File: src/rtl/hrd_pkg.sv
package hrd_pkg;
  // Command block addresses (chip select 0 asserted)
  localparam logic [2:0] DA_DATA = 3'h0;
  localparam logic [2:0] DA_FEAT = 3'h1;
  localparam logic [2:0] DA_SCNT = 3'h2;
  localparam logic [2:0] DA_LBAL = 3'h3;
  localparam logic [2:0] DA_LBAM = 3'h4;
  localparam logic [2:0] DA_LBAH = 3'h5;
  localparam logic [2:0] DA_DEVH = 3'h6;
  localparam logic [2:0] DA_CMD  = 3'h7;
  // Only valid control block address (chip select 1 asserted)
  localparam logic [2:0] DA_CTL  = 3'h6;

  // Field positions
  localparam int DEVH_DEV_BIT = 4;
  localparam int CTL_SRST_BIT = 2;
  localparam int CTL_NIEN_BIT = 1;

  // Reset values and fixed answers
  localparam logic [7:0] REG_RST   = 8'h00;
  localparam logic [7:0] ZERO_BYTE = 8'h00;

  typedef enum logic [3:0] {
    ADR_NONE = 4'h0,
    ADR_DATA = 4'h1,
    ADR_FEAT = 4'h2,
    ADR_SCNT = 4'h3,
    ADR_LBAL = 4'h4,
    ADR_LBAM = 4'h5,
    ADR_LBAH = 4'h6,
    ADR_DEVH = 4'h7,
    ADR_CMD  = 4'h8,
    ADR_CTL  = 4'h9
  } hrd_adr_t;

  // Gray along normal -> proxy -> sleep
  typedef enum logic [1:0] {
    MODE_NORMAL = 2'b00,
    MODE_PROXY  = 2'b01,
    MODE_SLEEP  = 2'b11
  } hrd_mode_t;

  typedef struct packed {
    logic       cs0_n;
    logic       cs1_n;
    logic [2:0] da;
    logic       dior_n;
    logic       diow_n;
    logic [7:0] dd;
  } hrd_bus_t;

  typedef struct packed {
    logic [7:0] feature;
    logic [7:0] scnt;
    logic [7:0] lbal;
    logic [7:0] lbam;
    logic [7:0] lbah;
    logic [7:0] devh;
    logic [7:0] cmd;
  } hrd_regs_t;
endpackage

File: src/rtl/hrd_decode.sv
// What this block does
// - Proxy for absent device 1: feature address write lands in device 0 feature.
// - Proxy: feature address read returns device 0 error register.
// - Proxy: sector count and LBA writes land in device 0 registers.
// - Proxy: sector count and LBA reads return registers, or zero with packet set.
// - Proxy: device/head write stored, new device-select bit acted on.
// - Proxy: device/head read has select bit forced one, or zero with packet set.
// - Proxy: command write stored, acted on only for execute diagnostics.
// - Proxy: command/status address read returns zero.
// - Selected only when device-select bit equals own device number.
// - Sleep: control write updates only soft reset, acts only when it is one.
// - Sleep without device reset: all else ignored, DMA request released.
// - Sleep with device reset: device/head write updates select bit only.
// - Sleep with device reset: command write ignored unless selected device reset.
// - Sleep with device reset: device/head and status reads ignored, bus undriven.
// - Sleep with device reset: other cycles, both selects equal, ignored.
// - Proxy: control write updates interrupt-disable and soft reset, acted on.
// - Control select alone accepts only address six.
`timescale 1ns/1ps
module hrd_decode
  import hrd_pkg::*;
#(
  parameter int         OWN_DEV_NUM    = 0,
  parameter bit         PACKET_IMPL    = 1'b0,
  parameter bit         DEV_RESET_IMPL = 1'b0,
  parameter logic [7:0] CMD_DIAG       = 8'h90,
  parameter logic [7:0] CMD_DEV_RESET  = 8'h08
)
(
  // Clock and reset
  input  wire logic       sys_clk,
  input  wire logic       srst,
  // Host register bus
  input  wire hrd_bus_t   host_bus,
  output logic [7:0]      dd_out,
  output logic            dd_oe_n,
  output logic            dmarq,
  output logic            dmarq_oe_n,
  // Device state
  input  wire logic       sleep_mode,
  input  wire logic       dev1_present,
  input  wire logic       busy,
  input  wire logic       data_req,
  input  wire logic [7:0] error_in,
  input  wire logic [7:0] status_in,
  // Register contents and events
  output hrd_regs_t       regs,
  output logic            ctl_nien,
  output logic            ctl_srst,
  output logic            srst_pulse,
  output logic            cmd_strobe,
  output logic            dev_reset_strobe,
  output logic            dev_selected,
  output hrd_mode_t       mode
);

  // Refused at elaboration: only device numbers 0 and 1 exist
  if (OWN_DEV_NUM < 0 || OWN_DEV_NUM > 1)
  begin : g_bad_own_dev
    $error("OWN_DEV_NUM must be 0 or 1");
  end

  localparam logic OWN_DEV = OWN_DEV_NUM[0];

  function automatic hrd_adr_t decode_adr(input logic cs0_n, input logic cs1_n,
                                          input logic [2:0] da);
    hrd_adr_t a;
    a = ADR_NONE;
    if (!cs0_n && cs1_n)
    begin
      case (da)
        DA_DATA: a = ADR_DATA;
        DA_FEAT: a = ADR_FEAT;
        DA_SCNT: a = ADR_SCNT;
        DA_LBAL: a = ADR_LBAL;
        DA_LBAM: a = ADR_LBAM;
        DA_LBAH: a = ADR_LBAH;
        DA_DEVH: a = ADR_DEVH;
        default: a = ADR_CMD;
      endcase
    end
    else if (cs0_n && !cs1_n && da == DA_CTL)
      a = ADR_CTL;
    return a;
  endfunction

  hrd_bus_t bus_q;

  // Writes are taken on strobe release, when data has settled
  wire        wr_evt  = !bus_q.diow_n && host_bus.diow_n;
  wire [7:0]  wr_data = bus_q.dd;
  hrd_adr_t   wr_adr;
  hrd_adr_t   rd_adr;
  assign wr_adr = decode_adr(bus_q.cs0_n, bus_q.cs1_n, bus_q.da);
  assign rd_adr = decode_adr(host_bus.cs0_n, host_bus.cs1_n, host_bus.da);
  wire        rd_act  = !host_bus.dior_n && host_bus.diow_n;

  wire dev_bit = regs.devh[DEVH_DEV_BIT];

  // Mode selection
  hrd_mode_t next_mode;
  assign next_mode = sleep_mode ? MODE_SLEEP :
                     (OWN_DEV == 1'b0 && !dev1_present && dev_bit && !busy && !data_req)
                     ? MODE_PROXY : MODE_NORMAL;

  wire in_sleep = (mode == MODE_SLEEP);
  wire in_proxy = (mode == MODE_PROXY);

  // Write qualifiers
  wire wr_std     = wr_evt && !in_sleep;
  wire wr_ctl_slp = wr_evt && in_sleep && wr_adr == ADR_CTL;
  wire wr_devh_sl = wr_evt && in_sleep && DEV_RESET_IMPL && wr_adr == ADR_DEVH;
  wire wr_cmd_sl  = wr_evt && in_sleep && DEV_RESET_IMPL && wr_adr == ADR_CMD
                    && dev_selected && wr_data == CMD_DEV_RESET;

  hrd_regs_t next_regs;
  always_comb
  begin
    next_regs = regs;
    if (wr_std)
    begin
      case (wr_adr)
        ADR_FEAT: next_regs.feature = wr_data;
        ADR_SCNT: next_regs.scnt    = wr_data;
        ADR_LBAL: next_regs.lbal    = wr_data;
        ADR_LBAM: next_regs.lbam    = wr_data;
        ADR_LBAH: next_regs.lbah    = wr_data;
        ADR_DEVH: next_regs.devh    = wr_data;
        ADR_CMD:  next_regs.cmd     = wr_data;
        default:  next_regs = regs;
      endcase
    end
    if (wr_devh_sl)
      next_regs.devh[DEVH_DEV_BIT] = wr_data[DEVH_DEV_BIT];
  end

  wire next_cmd_strobe = (wr_std && wr_adr == ADR_CMD &&
                         (!in_proxy || wr_data == CMD_DIAG));
  wire ctl_std         = wr_std && wr_adr == ADR_CTL;
  wire next_srst_pulse = (ctl_std || wr_ctl_slp) && wr_data[CTL_SRST_BIT];

  // Read answers; sleep leaves the bus released in every case
  logic [7:0] next_dd;
  logic       next_drive;
  wire  [7:0] pkt_mask = PACKET_IMPL ? ZERO_BYTE : 8'hff;
  wire  [7:0] dev_force = 8'h01 << DEVH_DEV_BIT;
  always_comb
  begin
    next_dd    = ZERO_BYTE;
    next_drive = rd_act && !in_sleep && rd_adr != ADR_NONE && rd_adr != ADR_DATA;
    case (rd_adr)
      ADR_FEAT: next_dd = error_in;
      ADR_SCNT: next_dd = in_proxy ? (regs.scnt & pkt_mask) : regs.scnt;
      ADR_LBAL: next_dd = in_proxy ? (regs.lbal & pkt_mask) : regs.lbal;
      ADR_LBAM: next_dd = in_proxy ? (regs.lbam & pkt_mask) : regs.lbam;
      ADR_LBAH: next_dd = in_proxy ? (regs.lbah & pkt_mask) : regs.lbah;
      ADR_DEVH: next_dd = in_proxy ? ((regs.devh | dev_force) & pkt_mask) : regs.devh;
      ADR_CMD:  next_dd = in_proxy ? ZERO_BYTE : status_in;
      ADR_CTL:  next_dd = in_proxy ? ZERO_BYTE : status_in;
      default:  next_dd = ZERO_BYTE;
    endcase
  end

  always_ff @(posedge sys_clk)
  begin
    if (srst)
    begin
      bus_q            <= '{cs0_n: 1'b1, cs1_n: 1'b1, da: 3'h0, dior_n: 1'b1,
                            diow_n: 1'b1, dd: 8'h00};
      regs             <= '{default: REG_RST};
      ctl_nien         <= 1'b0;
      ctl_srst         <= 1'b0;
      srst_pulse       <= 1'b0;
      cmd_strobe       <= 1'b0;
      dev_reset_strobe <= 1'b0;
      dev_selected     <= (OWN_DEV == 1'b0);
      mode             <= MODE_NORMAL;
      dd_out           <= ZERO_BYTE;
      dd_oe_n          <= 1'b1;
      dmarq            <= 1'b0;
      dmarq_oe_n       <= 1'b1;
    end
    else
    begin
      bus_q            <= host_bus;
      regs             <= next_regs;
      if (ctl_std)
        ctl_nien       <= wr_data[CTL_NIEN_BIT];
      if (ctl_std || wr_ctl_slp)
        ctl_srst       <= wr_data[CTL_SRST_BIT];
      srst_pulse       <= next_srst_pulse;
      cmd_strobe       <= next_cmd_strobe;
      dev_reset_strobe <= wr_cmd_sl;
      dev_selected     <= (next_regs.devh[DEVH_DEV_BIT] == OWN_DEV);
      mode             <= next_mode;
      dd_out           <= next_dd;
      dd_oe_n          <= !next_drive;
      // No DMA in this decode: request always released
      dmarq            <= 1'b0;
      dmarq_oe_n       <= 1'b1;
    end
  end
endmodule

File: config.mk
export PLATFORM = sky130hd
export DESIGN_NAME = hrd_decode
export DESIGN_NICKNAME = d
export VERILOG_FILES = /design/src/rtl/hrd_pkg.sv /design/src/rtl/hrd_decode.sv
export SDC_FILE = /design/constraint.sdc
export NUM_CORES = 1
export LEC_CHECK = 0
export ABC_AREA = 1
export BUFFER_PORTS_ARGS = -buffer_cell sky130_fd_sc_hd__clkbuf_2
export CAP_MARGIN = 10
export CORE_UTILIZATION = 40
export CTS_BUF_LIST = sky130_fd_sc_hd__clkbuf_2 sky130_fd_sc_hd__clkbuf_4 sky130_fd_sc_hd__clkbuf_8
export DETAILED_ROUTE_END_ITERATION = 12
export PLACE_DENSITY = 0.74
export SLEW_MARGIN = 10
export SYNTH_ARGS = -nofsm -noshare
export SYNTH_HDL_FRONTEND = slang
export SYNTH_SLANG_ARGS = --single-unit
File: constraint.sdc
create_clock -name sys_clk -period 2.3 [get_ports sys_clk]
set_clock_uncertainty 0.2 [all_clocks]
set_input_delay 0 -clock sys_clk [delete_from_list [all_inputs] [get_ports sys_clk]]
set_output_delay 0 -clock sys_clk [all_outputs]
set_load 0.05 [all_outputs]
* After elaboration in Yosys (flattened, before gate mapping)
Cells that the tools add are included.
Operators by class: equality and inequality tests 32, multiplexer cells 14, bitwise gates (word level) 1, reductions and logical operators 46
Operators with widths (count):
- $pmux W4 S7 | 2
- $pmux W8 S7 | 1
- $eq A4 B3 Y1 const B | 8
- $logic_and A1 B1 Y1 | 21
- $eq A3 B3 Y1 const B | 6
- $eq A4 B2 Y1 const B | 4
- $eq A4 B4 Y1 const B | 4
- $mux W4 | 4
- $mux W8 | 2
- $reduce_and A2 Y1 | 7
- $mux W13 | 1
- $eq A3 B2 Y1 const B | 4
- $logic_not A1 Y1 | 12
- $mux W5 | 2
- $eq A8 B8 Y1 const B | 1
- $eq A3 B1 Y1 const B | 2
- $logic_not A3 Y1 | 2
- $ne A4 B1 Y1 const B | 1
- $reduce_bool A4 Y1 | 1
- $eq A2 B1 Y1 const B | 1
- $eq A2 B2 Y1 const B | 1
- $logic_or A1 B1 Y1 | 2
- $mux W2 | 1
- $reduce_or A2 Y1 | 1
- 2 further kinds | 2
Storage, ports and cells: register bits 86, output and inout port bits 75, word-level logic and storage cells 114

* Logic depth before layout (Yosys ltp)
depth in word-level cells 9, mapped depth 13, mapped depth without buffers 13

* Worst setup path before layout
Ideal clock, no wire load.
path type register -> register, start reg mode[1], end reg regs[39] (netlist name), setup time 123 ps, arrival 1626 ps, data required time 1977 ps, setup slack 351 ps, stages on the path, launching flop included 11, clock period less this slack 1949 ps, cells stage by stage dfxtp_1 > nand2_1 > nand2_1 > clkinv_1 > nand2_1 > nor2_2 > nand2_2 > inv_2 > buf_4 > o21ai_0 > a21oi_1
Between the ends: word-level cells in the longest chain between the ends 4
Ends and longest elaborated chain:
- start: declaration | RTL line hrd_decode.sv:54 | output hrd_mode_t mode
- start signal: assignment | RTL line hrd_decode.sv:195 | mode <= next_mode;
- $eq A2 B2 Y1 | RTL line hrd_decode.sv:106 | wire in_sleep = (mode == MODE_SLEEP);
- $logic_not A1 Y1 | RTL line hrd_decode.sv:110 | wire wr_std = wr_evt && !in_sleep;
- $logic_and A1 B1 Y1 | RTL line hrd_decode.sv:110
- $reduce_and A2 Y1 (no source line)
- end signal: assignment | RTL line hrd_decode.sv:186 | regs <= next_regs;
- end: declaration | RTL line hrd_decode.sv:47 | output hrd_regs_t regs,
Every way passes these cells. A chain may end at the register's enable or synchronous reset.

* Worst setup path after layout
start reg bus_q[10] (netlist name), end reg regs[12] (netlist name)
Between the ends: word-level cells in the longest chain between the ends 7
Ends and longest elaborated chain:
- start: declaration | RTL line hrd_decode.sv:87 | hrd_bus_t bus_q;
- start signal: assignment | RTL line hrd_decode.sv:168 | bus_q <= '{cs0_n: 1'b1, cs1_n: 1'b1, da: 3'h0, dior_n: 1'b1,
- start signal: assignment | RTL line hrd_decode.sv:185 | bus_q <= host_bus;
- parallel branches: the longest is 3 deep, another holds $pmux W4 S7
- $mux W4 (*) | RTL line hrd_decode.sv:69 | if (!cs0_n && cs1_n)
- $eq A4 B3 Y1 (*) | RTL line hrd_decode.sv:122 | case (wr_adr)
- $mux W5 (*) | RTL line hrd_decode.sv:122
- $mux W13 (*) | RTL line hrd_decode.sv:120 | if (wr_std)
Every way passes the cells marked *.

==> impl_metrics.json <==
{
  "remaining_drc_errors": 0,
  "ant_nets": 0,
  "place_area_um2": 4457,
  "syn_to_final_growth_pct": 35.33,
  "cts_buffers": 9,
  "crit_type": "reg -> reg",
  "numPlacedInstances": 726,
  "num-nets-final": 708,
  "yosys.area_share.adder": 0.02602,
  "clock_latency_ps": 360,
  "p_per_area_nw_per_um2": 571.9,
  "status": "completed",
  "ys_seq_area_frac": 0.4476,
  "ys_warn_count": 0,
  "drtPass1Iterations": 6,
  "row_count": 35,
  "drv_cap": 0,
  "crit_path_end_kind": "register",
  "initial_core_util": 0.4143,
  "syn-cell-area_um2": 3846,
  "first_iter_violations": 259,
  "fp.dieArea_um2": 10010,
  "synth-compound-area-share": 0.1233,
  "max_freq_mhz": 474.3,
  "core_area_um2": 9284,
  "antenna_found_initial": 0,
  "synth.avg_cell_area_um2": 7.631,
  "dieWidth_um": 100.1,
  "tns_ps": 0,
  "maxSlewViolCount": 0,
  "grt_max_degree": 44,
  "grt_pass1_wl_um": 18500,
  "cp_max_fo": 11,
  "final-hold-violation-count": 0,
  "synth_top_family_by_area": "simple AND/OR/NAND/NOR gates",
  "cp-start-kind": "register",
  "synth_seq_cells": 86,
  "dr_total_vias": 3938,
  "place_congestion": 0.9073,
  "wl_per_cell_um": 14.48,
  "clockBufferDepth": 2,
  "cp_data_required_time_ps": 2350,
  "clock-sinks": 86,
  "rsz0062_at_grt": "yes",
  "finalSetupViolations": 0,
  "portBuffers": 108,
  "total_power_mw": 2.977,
  "diodes": 0,
  "cts_tree": "done",
  "track_usage": 0.2411,
  "cp_data_arrival_time_ps": 2160,
  "stdcell_count": 797,
  "drive_gt1_frac": 0.2784,
  "synthSimpleGateAreaFrac": 0.3211,
  "p_leak_nw": 2.437,
  "routed_wirelength_um": 11540,
  "gr-total-overflow": 0,
  "syn_inst": 504,
  "yosys-mux-area-fraction": 0,
  "synth_xor_area_frac": 0,
  "fin_crit_ps": 2108,
  "fin_util": 0.5606,
  "cts.htree.levels": 3,
  "clkTransAtPathRegs_ps": 90,
  "die_y_um": 100.1,
  "layout_worst_path_cycle_share": 0.9167,
  "final_common_cell": "clkbuf_2",
  "vdd_drop_max_v": 0.0002773,
  "final_area_um2": 5205,
  "hold_class": "in -> reg",
  "grt_pass1_vias": 3799,
  "final_cell_mix": "clkbuf_2 (108), nor2_1 (88), dfxtp_1 (86), nand2_1 (77), dlygate4sd3_1 (49)",
  "yosysUniqueCellTypes": 35,
  "root_buffer": "clkbuf_8",
  "pin_count": 112,
  "vias_per_cell": 4.941,
  "dp_hpwl_um": 8225
}
==> worst paths after layout <==
check                           cells after the start  endpoint  startpoint  slack, ps
worst max-delay path                               11  regs[12]   bus_q[10]        190
worst min-delay path                                4   mode[0]  sleep_mode        240
worst max register to register                     11  regs[12]   bus_q[10]        190
worst min register to register                      2  ctl_srst    ctl_srst        260
==> cells in the mapped netlist <==
cell	count	area, um^2
a21oi_1	32	160.2
a21oi_2	4	35.03
buf_2	1	5.000
buf_4	5	37.54
buf_6	4	45.04
clkbuf_1	10	37.54
clkinv_1	2	7.510
conb_1	2	7.510
dfxtp_1	86	1722
ha_1	8	100.1
inv_1	34	127.6
inv_2	11	41.29
inv_4	1	6.260
nand2_1	79	296.5
nand2_2	4	25.02
nand2_4	4	45.04
nand3_1	44	220.2
nand3_2	2	20.02
nand3b_1	2	15.01
nand4_1	10	62.56
nand4_4	1	21.27
nor2_1	89	334.1
nor2_2	8	50.05
nor2_4	5	56.30
nor2_8	2	40.04
nor3_1	4	20.02
nor3_2	1	10.01
nor4_1	2	12.51
o211ai_1	1	7.510
o21ai_0	36	180.2
o21ai_1	4	20.02
o21ai_2	2	17.52
o21ai_4	2	32.53
o31ai_4	1	21.27
or2_2	1	6.260
==> power breakdown <==
part	switching [mW]	internal (mW)
clock network	0.553	0.529
logic	0.215	0.141
registers	0.0289	1.51
total	0.797	2.18
==> metal layers <==
layer	track usage	wire length (um)	up-vias
met5	0	0	-
met4	0.1159	325	0
met3	0.04596	878	31
met2	0.3894	5430	199
met1	0.3109	4905	1762
li1	-	-	1946
==> state kept, by name (all words and copies together), names as in the netlist <==
register / flops
regs: 56
dd_out: 8
wr_data: 8
bus_q: 6
mode: 2
cmd_strobe: 1
ctl_nien: 1
ctl_srst: 1
dd_oe_n: 1
dev_selected: 1
srst_pulse: 1
==> logic make-up after synthesis <==
logic type,Yosys count
flops,86
buf+inv,68
other cells,2
simple gates,258
fa+ha+maj,8
compound gates,82
==> cell type report <==
cell class                 instances  area, um^2
tap                              129       161.4
inverter                          48       185.2
timing repair buffer             167        1106
fill                             914        4079
clock buffer                      11       138.9
clock inverter                     5       58.81
sequential                        86        1722
multi-input combinational        351        1833
==> critical path: stages, from the launching register on <==
cell and delay, ps:
dfxtp_1 340, inv_1 90, ha_1 230, nand3_2 180, o21ai_4 170, inv_4 80
nor2_8 180, nand2_4 100, inv_4 140, a21oi_1 80, o21ai_1 140, inv_1 60
==> stage by stage <==
stage / hold slack (ps) / worst slack, ps
after floorplan: -107.2 / 351.0
after global placement: -4.859 / 105.4
after detailed placement: -0.7362 / 70.03
after CTS: 232.0 / 38.46
after global routing: 241.8 / -8.917
final: 243.4 / 191.7
==> what timing repair did <==
item	in CTS	in global routing
endpoints found under the hold margin	47	0
gates resized for setup	0	6
endpoints found under the setup margin	0	27
buffers inserted	0	6
hold buffers	49	0
Power figures use the tool's default switching activity.
